File: config.mk
export PLATFORM = sky130hd
export DESIGN_NAME = pdrc_top
export DESIGN_NICKNAME = d
export VERILOG_FILES = /design/src/rtl/pdrc_pkg.sv /design/src/rtl/pdrc_top.sv /design/src/rtl/pdrc_pin_sync.sv
export SDC_FILE = /design/constraint.sdc
export NUM_CORES = 1
export LEC_CHECK = 0
export ABC_AREA = 1
export BUFFER_PORTS_ARGS = -buffer_cell sky130_fd_sc_hd__buf_2
export CAP_MARGIN = 20
export CELL_PAD_IN_SITES_DETAIL_PLACEMENT = 1
export CELL_PAD_IN_SITES_GLOBAL_PLACEMENT = 2
export CORE_MARGIN = 1.5
export CORE_UTILIZATION = 29
export DETAILED_ROUTE_END_ITERATION = 8
export PLACE_DENSITY = 0.84
export SLEW_MARGIN = 20
export SYNTH_ARGS = -nofsm -noshare
export SYNTH_HDL_FRONTEND = slang
export SYNTH_SLANG_ARGS = --single-unit
export TNS_END_PERCENT = 10
File: constraint.sdc
create_clock -name core_clk -period 1.4 [get_ports core_clk]
set_input_delay 0.14 -clock core_clk [delete_from_list [all_inputs] [get_ports core_clk]]
set_output_delay 0.14 -clock core_clk [all_outputs]
set_load 0.01 [all_outputs]
File: src/rtl/pdrc_pkg.sv
// Purpose: shared constants and types of the power-down and reset control
// Assumes: core_clk at 50 MHz, an 8-bit register port with 4-bit addresses
// Notes: the register offsets and status layout are local choices
package pdrc_pkg;

    // ****************************************************************
    // register port
    // ****************************************************************
    localparam int ADDR_W = 4;
    localparam int DATA_W = 8;
    localparam logic [3:0] MAIN_CTRL_ADDR = 4'h0;
    localparam logic [3:0] STATUS_ADDR = 4'h1;

    // ****************************************************************
    // main control register fields
    // ****************************************************************
    localparam int RUN_POS = 0;
    localparam int LINE_OFF_POS = 5;
    localparam int SOFT_RESET_POS = 7;
    localparam logic [7:0] MAIN_CTRL_RESET = 8'h00;
    // writable bits; the others read as zero
    localparam logic [7:0] MAIN_CTRL_MASK = 8'ha1;

    // ****************************************************************
    // status register fields
    // ****************************************************************
    localparam int ST_PD_POS = 0;
    localparam int ST_INIT_POS = 1;
    localparam int ST_NORMAL_POS = 2;
    localparam int ST_LINE_PD_POS = 3;
    localparam int ST_PIN_RST_POS = 4;
    localparam int ST_PIN_SLEEP_POS = 5;

    // ****************************************************************
    // timing
    // ****************************************************************
    localparam int CLK_PERIOD_NS = 20;
    // least time the internal reset stands once asserted
    localparam int RESET_HOLD_NS = 1000;
    localparam int RESET_HOLD_CYCLES =
        (RESET_HOLD_NS + CLK_PERIOD_NS - 1) / CLK_PERIOD_NS;
    localparam int HOLD_W = 8;

    // ****************************************************************
    // operating states
    // ****************************************************************
    typedef enum logic [1:0] {
        PDRC_POWER_DOWN,
        PDRC_INITIAL,
        PDRC_NORMAL
    } pdrc_state_e;

endpackage

File: src/rtl/pdrc_top.sv
// Purpose: power-down and reset control of the hands-free voice processor
// Assumes: single clock core_clk, synchronous active-high reset
// Notes: pins pass the three-stage synchroniser before use
//
// Notes on behaviour
// - low reset pin forces the device into power-down
// - power-down clears control bits, internal variables and canceler state
// - after power-down release the device starts in initial mode
// - effective reset is low reset pin or the soft reset bit
// - high sleep pin powers down only the line codec
// - line codec power-down is sleep pin OR line off bit
// - powered-down line codec leaves its outputs high impedance
// - acoustic gain output is high impedance during power-down reset
// - line serial output is high impedance in power-down and initial mode
`timescale 1ns/100ps
module pdrc_top #(
    parameter int HOLD_CYCLES = pdrc_pkg::RESET_HOLD_CYCLES
) (
    input wire logic core_clk,
    input wire logic reset,
    input wire logic power_down_reset_n,
    input wire logic line_codec_sleep,
    input wire logic [pdrc_pkg::ADDR_W-1:0] reg_addr,
    input wire logic [pdrc_pkg::DATA_W-1:0] reg_wdata,
    input wire logic reg_wr,
    input wire logic reg_rd,
    output logic [pdrc_pkg::DATA_W-1:0] reg_rdata,
    output logic core_reset,
    output logic canceler_clear,
    output logic initial_mode,
    output logic normal_mode,
    output logic line_codec_power_down,
    output logic line_codec_out_oe_n,
    output logic acoustic_gain_oe_n,
    output logic line_serial_oe_n
);

    // ****************************************************************
    // pin synchronisers
    // ****************************************************************
    logic pin_rst_n_f;
    logic pin_sleep_f;

    // the reset pin is taken as asserted until it has been seen high
    pdrc_pin_sync #(
        .WIDTH(2),
        .INIT(2'h0)
    ) u_pin_sync (
        .core_clk(core_clk),
        .reset(reset),
        .pin_in({line_codec_sleep, power_down_reset_n}),
        .level_q({pin_sleep_f, pin_rst_n_f})
    );

    // ****************************************************************
    // state
    // ****************************************************************
    typedef struct packed {
        pdrc_pkg::pdrc_state_e state;
        logic [pdrc_pkg::DATA_W-1:0] ctrl;
        logic [pdrc_pkg::HOLD_W-1:0] hold;
        logic [pdrc_pkg::DATA_W-1:0] rdata;
        logic core_reset;
        logic initial_mode;
        logic normal_mode;
        logic line_pd;
        logic line_oe_n;
        logic gain_oe_n;
        logic serial_oe_n;
    } pdrc_regs_s;

    pdrc_regs_s st_q;
    pdrc_regs_s st_d;
    logic eff_reset;
    logic [pdrc_pkg::DATA_W-1:0] status;
    logic [pdrc_pkg::HOLD_W-1:0] hold_load;

    assign hold_load = pdrc_pkg::HOLD_W'(HOLD_CYCLES - 1);

    // the soft bit is cleared by the reset it causes, so it self-clears
    assign eff_reset = !pin_rst_n_f
        || st_q.ctrl[pdrc_pkg::SOFT_RESET_POS];

    always_comb begin
        status = '0;
        status[pdrc_pkg::ST_PD_POS] =
            (st_q.state == pdrc_pkg::PDRC_POWER_DOWN);
        status[pdrc_pkg::ST_INIT_POS] = st_q.initial_mode;
        status[pdrc_pkg::ST_NORMAL_POS] = st_q.normal_mode;
        status[pdrc_pkg::ST_LINE_PD_POS] = st_q.line_pd;
        status[pdrc_pkg::ST_PIN_RST_POS] = pin_rst_n_f;
        status[pdrc_pkg::ST_PIN_SLEEP_POS] = pin_sleep_f;
    end

    // ****************************************************************
    // next state
    // ****************************************************************
    always_comb begin
        st_d = st_q;

        // register writes; ignored while held in power-down
        if (reg_wr && reg_addr == pdrc_pkg::MAIN_CTRL_ADDR
                && st_q.state != pdrc_pkg::PDRC_POWER_DOWN) begin
            st_d.ctrl = reg_wdata & pdrc_pkg::MAIN_CTRL_MASK;
        end

        case (st_q.state)
            pdrc_pkg::PDRC_POWER_DOWN: begin
                // stretch so a one-cycle soft reset still clears everything
                if (st_q.hold != '0) begin
                    st_d.hold = st_q.hold - 1'b1;
                end else begin
                    st_d.state = pdrc_pkg::PDRC_INITIAL;
                end
            end
            pdrc_pkg::PDRC_INITIAL: begin
                if (st_q.ctrl[pdrc_pkg::RUN_POS]) begin
                    st_d.state = pdrc_pkg::PDRC_NORMAL;
                end
            end
            pdrc_pkg::PDRC_NORMAL: begin
                st_d.state = pdrc_pkg::PDRC_NORMAL;
            end
            default: begin
                st_d.state = pdrc_pkg::PDRC_POWER_DOWN;
            end
        endcase

        if (eff_reset) begin
            st_d.state = pdrc_pkg::PDRC_POWER_DOWN;
            st_d.ctrl = pdrc_pkg::MAIN_CTRL_RESET;
            st_d.hold = hold_load;
        end

        // one flop drives core_reset and canceler_clear; the output enables have flops of their own
        st_d.core_reset =
            (st_d.state == pdrc_pkg::PDRC_POWER_DOWN);
        st_d.initial_mode = (st_d.state == pdrc_pkg::PDRC_INITIAL);
        st_d.normal_mode = (st_d.state == pdrc_pkg::PDRC_NORMAL);
        st_d.line_pd = pin_sleep_f
            || st_d.ctrl[pdrc_pkg::LINE_OFF_POS];
        st_d.line_oe_n = st_d.line_pd || st_d.core_reset;
        st_d.gain_oe_n = st_d.core_reset;
        st_d.serial_oe_n = !st_d.normal_mode;

        st_d.rdata = '0;
        if (reg_rd) begin
            case (reg_addr)
                pdrc_pkg::MAIN_CTRL_ADDR: st_d.rdata = st_q.ctrl;
                pdrc_pkg::STATUS_ADDR: st_d.rdata = status;
                default: st_d.rdata = '0;
            endcase
        end
    end

    always_ff @(posedge core_clk) begin
        if (reset) begin
            st_q.state <= pdrc_pkg::PDRC_POWER_DOWN;
            st_q.ctrl <= pdrc_pkg::MAIN_CTRL_RESET;
            st_q.hold <= '0;
            st_q.rdata <= '0;
            st_q.core_reset <= 1'b1;
            st_q.initial_mode <= 1'b0;
            st_q.normal_mode <= 1'b0;
            st_q.line_pd <= 1'b0;
            st_q.line_oe_n <= 1'b1;
            st_q.gain_oe_n <= 1'b1;
            st_q.serial_oe_n <= 1'b1;
        end else begin
            st_q <= st_d;
        end
    end

    // ****************************************************************
    // outputs
    // ****************************************************************
    assign reg_rdata = st_q.rdata;
    assign core_reset = st_q.core_reset;
    assign canceler_clear = st_q.core_reset;
    assign initial_mode = st_q.initial_mode;
    assign normal_mode = st_q.normal_mode;
    assign line_codec_power_down = st_q.line_pd;
    assign line_codec_out_oe_n = st_q.line_oe_n;
    assign acoustic_gain_oe_n = st_q.gain_oe_n;
    assign line_serial_oe_n = st_q.serial_oe_n;

    // ****************************************************************
    // assertions: reset and operating modes
    // ****************************************************************
    a_pin_forces_pd: assert property (@(posedge core_clk)
        disable iff (reset)
        !pin_rst_n_f |=> st_q.state == pdrc_pkg::PDRC_POWER_DOWN
            && core_reset)
        else $error("reset pin low did not force power-down");

    a_pd_modes_off: assert property (@(posedge core_clk)
        disable iff (reset)
        core_reset |-> !initial_mode && !normal_mode)
        else $error("operating mode shown during power-down");

    a_ctrl_cleared: assert property (@(posedge core_clk)
        disable iff (reset)
        eff_reset |=> st_q.ctrl == '0 && canceler_clear)
        else $error("control bits not cleared by reset");

    // writes are ignored in power-down, so the bits stay clear throughout
    a_pd_ctrl_zero: assert property (@(posedge core_clk)
        disable iff (reset)
        core_reset |-> st_q.ctrl == '0)
        else $error("control bits set during power-down");

    a_release_initial: assert property (@(posedge core_clk)
        disable iff (reset)
        ($past(st_q.state) == pdrc_pkg::PDRC_POWER_DOWN
            && st_q.state != pdrc_pkg::PDRC_POWER_DOWN)
        |-> initial_mode && !normal_mode)
        else $error("release did not enter initial mode");

    a_init_waits_run: assert property (@(posedge core_clk)
        disable iff (reset)
        (initial_mode && !st_q.ctrl[pdrc_pkg::RUN_POS] && !eff_reset)
        |=> initial_mode)
        else $error("initial mode left without run request");

    a_soft_reset: assert property (@(posedge core_clk)
        disable iff (reset)
        (reg_wr && reg_addr == pdrc_pkg::MAIN_CTRL_ADDR
            && reg_wdata[pdrc_pkg::SOFT_RESET_POS] && !core_reset)
        |=> ##1 core_reset)
        else $error("soft reset bit did not reset");

    a_soft_bit_clear: assert property (@(posedge core_clk)
        disable iff (reset)
        st_q.ctrl[pdrc_pkg::SOFT_RESET_POS]
        |=> core_reset && !st_q.ctrl[pdrc_pkg::SOFT_RESET_POS])
        else $error("soft reset bit did not clear itself");

    a_hold_release: assert property (@(posedge core_clk)
        disable iff (reset)
        (core_reset && !st_d.core_reset) |-> st_q.hold == '0
            && !eff_reset)
        else $error("reset released before hold elapsed");

    a_hold_counts: assert property (@(posedge core_clk)
        disable iff (reset)
        (core_reset && !eff_reset && st_q.hold != '0)
        |=> core_reset && st_q.hold == $past(st_q.hold) - 1'b1)
        else $error("reset hold did not count down");

    a_release_aligned: assert property (@(posedge core_clk)
        disable iff (reset)
        $fell(core_reset) |-> !canceler_clear && !acoustic_gain_oe_n
            && initial_mode)
        else $error("outputs left reset on different edges");

    // ****************************************************************
    // assertions: line codec and output enables
    // ****************************************************************
    a_line_pd_pin: assert property (@(posedge core_clk)
        disable iff (reset)
        pin_sleep_f |=> line_codec_power_down && line_codec_out_oe_n)
        else $error("sleep pin did not power down line codec");

    a_line_pd_bit: assert property (@(posedge core_clk)
        disable iff (reset)
        (!pin_sleep_f && !st_q.ctrl[pdrc_pkg::LINE_OFF_POS]
            && !eff_reset && !reg_wr)
        |=> !line_codec_power_down)
        else $error("line codec down with no request");

    a_line_off_bit: assert property (@(posedge core_clk)
        disable iff (reset)
        st_q.ctrl[pdrc_pkg::LINE_OFF_POS] |-> line_codec_power_down)
        else $error("line off bit did not power down line codec");

    a_line_hiz: assert property (@(posedge core_clk)
        disable iff (reset)
        line_codec_power_down |-> line_codec_out_oe_n)
        else $error("line codec output driven while powered down");

    a_line_driven: assert property (@(posedge core_clk)
        disable iff (reset)
        (!line_codec_power_down && !core_reset) |-> !line_codec_out_oe_n)
        else $error("line codec output idle while running");

    a_gain_hiz: assert property (@(posedge core_clk)
        disable iff (reset)
        core_reset |-> acoustic_gain_oe_n && line_codec_out_oe_n)
        else $error("gain output driven in power-down");

    a_gain_driven: assert property (@(posedge core_clk)
        disable iff (reset)
        !core_reset |-> !acoustic_gain_oe_n)
        else $error("gain output released outside power-down");

    a_serial_hiz: assert property (@(posedge core_clk)
        disable iff (reset)
        (core_reset || initial_mode) |-> line_serial_oe_n)
        else $error("line serial output driven before normal mode");

    a_serial_driven: assert property (@(posedge core_clk)
        disable iff (reset)
        normal_mode |-> !line_serial_oe_n)
        else $error("line serial output idle in normal mode");

    // ****************************************************************
    // assertions: register port
    // ****************************************************************
    a_rdata_idle: assert property (@(posedge core_clk)
        disable iff (reset)
        !reg_rd |=> reg_rdata == '0)
        else $error("read data shown without a read strobe");

endmodule // pdrc_top

File: src/rtl/pdrc_pin_sync.sv
// Purpose: three-stage synchroniser with agreement filter for pin inputs
// Assumes: pins change slowly compared with core_clk
// Notes: the filtered level follows only when stages two and three agree
`timescale 1ns/100ps
module pdrc_pin_sync #(
    parameter int WIDTH = 1,
    parameter logic [WIDTH-1:0] INIT = '0
) (
    input wire logic core_clk,
    input wire logic reset,
    input wire logic [WIDTH-1:0] pin_in,
    output logic [WIDTH-1:0] level_q
);

    logic [WIDTH-1:0] s1_q;
    logic [WIDTH-1:0] s2_q;
    logic [WIDTH-1:0] s3_q;

    // first stage feeds only the second stage
    always_ff @(posedge core_clk) begin
        if (reset) begin
            s1_q <= INIT;
            s2_q <= INIT;
            s3_q <= INIT;
        end else begin
            s1_q <= pin_in;
            s2_q <= s1_q;
            s3_q <= s2_q;
        end
    end

    genvar i;
    generate
        for (i = 0; i < WIDTH; i++) begin : g_bit
            always_ff @(posedge core_clk) begin
                if (reset) begin
                    level_q[i] <= INIT[i];
                end else if (s2_q[i] == s3_q[i]) begin
                    level_q[i] <= s3_q[i];
                end
            end
        end
    endgenerate

endmodule // pdrc_pin_sync

==> results.cfg <==
[run_status]
status = finished clean

[synthesis]
ys_seq_elements = 34
synth.avg_cell_area_um2 = 7.32
syn_inst = 199
synth_area_leaders = dfxtp_1, nand2_1, nor2_1
synth_ff_type = dfxtp_1
ys_seq_area_share_pct = 46.7
synth_top_area_cell = dfxtp_1
synth_nets = 219
synth_top_area_share_pct = 46.7
synthArstFlopShare_pct = 0
yosysUniqueCellTypes = 21
ys_warn_count = 0
synth_edf_count = 0
synthesis.area_um2 = 1460

[clocking]
cts_buffers = 5
cts_hold_buf = 0
cts_root_buf = clkbuf_8
cts_sinks = 34
insertion_delay_ns = 0.29
cts_buffer_depth = 2
cts.htree.levels = 2
cts_tree = done
clk_pin_slew_ns = 0.08

[worst_setup_path]
critPathMaxFanout = 5
cp-end-kind = flop
required_ns = 1.58
rrSetupSlack_ns = 0.09
crit_arrival_ns = 1.49
path_class = flop to flop
startpoint_type = flop

[grt]
grt_max_degree = 13
grt_pass1_wl_mm = 4.94
antenna_found_initial = 0
track_usage_pct = 12.5
first_global_vias = 1093
grt_remaining_overflow = 0

[floorplan]
start_util_pct = 30.4
io_pins = 34
num_rows = 25
core_um2 = 4790
die_area_um2 = 5460
fp.dieW_um = 73.9
chipHeight_um = 73.9

[sta]
hold_viol = 0
finalClockSkew_ns = 0.00654
fmax_mhz = 764
drv_slew = 0
fin_crit_ns = 1.31
period_share_pct = 93.5
finalSetupViolations = 0

[drt]
vias = 1211
ant_nets = 0
drt-wirelength-per-cell_um = 10.3
dr.pass1.iters = 4
drt_iter0_drc = 32
vias_per_cell = 4.08
wl_mm = 3.06
post-route-drc-count = 0

[layout]
regArea_um2 = 682
area_delta_synth_final_pct = 23.2
utilization_pct = 37.5
drive_gt1_share_pct = 28.3
num-fill-cells = 596
final_common_cell = nand2_1
num-nets-final = 249
diodes = 0
multiInputGateArea_um2 = 562
stdcell_count = 297
fin_area_um2 = 1790
final_cell_mix = nand2_1, dfxtp_1, nor2_1

[place]
globalplace.congestion = 0.798
place_area_um2 = 1630
placed_cells = 287
port_buffers = 27
dp_hpwl_mm = 2.41

[run]
cap_viol_max_count = 0

[power_and_ir_drop]
vdd_drop_max_uv = 641
finalPower_mw = 2.19
p_per_area_nw_per_um2 = 1220
p_leak_nw = 0.894

[hold_path]
worstHoldPathType = input port to flop
-- final cells by class --
cell class / instances / share of cell area, %
Clock inverter: 3 / 3.84
Clock buffer: 5 / 3.84
Inverter: 37 / 7.88
Tap cell: 67 / 4.67
Multi-Input combinational cell: 117 / 31.3
Timing Repair Buffer: 34 / 10.5
Sequential cell: 34 / 38.0
-- flip-flops by register name (all words and copies together) (netlist names) --
| name | flops |
|---|---|
| line_serial_oe_n | 1 |
| acoustic_gain_oe_n | 1 |
| st_q | 13 |
| line_codec_power_down | 1 |
| normal_mode | 1 |
| reg_rdata | 7 |
| u_pin_sync.s3_q | 2 |
| u_pin_sync.s2_q | 2 |
| initial_mode | 1 |
| u_pin_sync.s1_q | 2 |
| line_codec_out_oe_n | 1 |
| u_pin_sync.level_q | 2 |
-- cells by family (layout without fill, tap and decap cells) --
logic type,count (synthesis),after routing,share of synthesized area [%]
fa+ha+maj,2,2,1.72
simple gates,99,99,30.8
other cells,1,1,0.257
flops,34,34,46.7
buf+inv,48,79,15.2
compound gates,15,15,5.33
-- timing repair --
action	in CTS	in global routing
endpoints found under the setup margin	0	7
gates resized for setup	0	5
setup buffers	0	2
-- through the flow --
step / hold WS (ns) / worst slack, ns / setup TNS [ns]
global placement: 0.338 / 0.0660 / 0
finish: 0.0503 / 0.0906 / 0
detailed placement: 0.351 / 0.0315 / 0
floorplan: 0.247 / 0.155 / 0
global route: 0.0491 / -0.0195 / -0.0195
CTS: 0.0449 / 0.0199 / 0
-- per-layer routing --
layer	vias up	GRT usage, %	part of all wire [%]	routed length (um)
li1	649	-	-	-
met4	0	6.79	2.4	73
met2	17	18.9	45	1380
met5	-	0	0	0
met3	6	4.12	3.3	100
met1	539	15.6	49	1510
-- final timing paths --
kind,from,endpoint,cells after the start
min,line_codec_sleep,u_pin_sync.s1_q[1],3
max reg2reg,st_q[16],line_codec_out_oe_n,9
min reg2reg,u_pin_sync.s1_q[0],u_pin_sync.s2_q[0],2
max,st_q[16],line_codec_out_oe_n,9
-- cells in the mapped netlist, types with 2 or more instances --
master and count:
nand2_2 3, buf_4 10, nor2_1 31, dfxtp_1 34, nor2_4 5, nand2_1 43
nand3_1 10, inv_1 29, nand4_1 3, a21oi_1 7, inv_2 7, o21ai_0 2
nor2_2 2, ha_1 2, o21ai_1 5
-- where the power goes --
group | internal, mW | leakage (nW) | total, mW | switching (mW)
Clock | 0.713 | 0.0683 | 1.10 | 0.382
Combinational | 0.0443 | 0.549 | 0.108 | 0.0635
Sequential | 0.979 | 0.277 | 0.986 | 0.00744
Total | 1.74 | 0.894 | 2.19 | 0.453
-- worst max-delay path, cell delays in order, from the launching register on --
cell,delay (ns)
dfxtp_2,0.33
inv_2,0.05
ha_2,0.17
inv_1,0.05
nor2_2,0.12
nand2_2,0.11
o21ai_1,0.14
nand2_1,0.11
nand2_2,0.08
nand2_1,0.06
No activity file was read; power rests on OpenSTA's default activity.
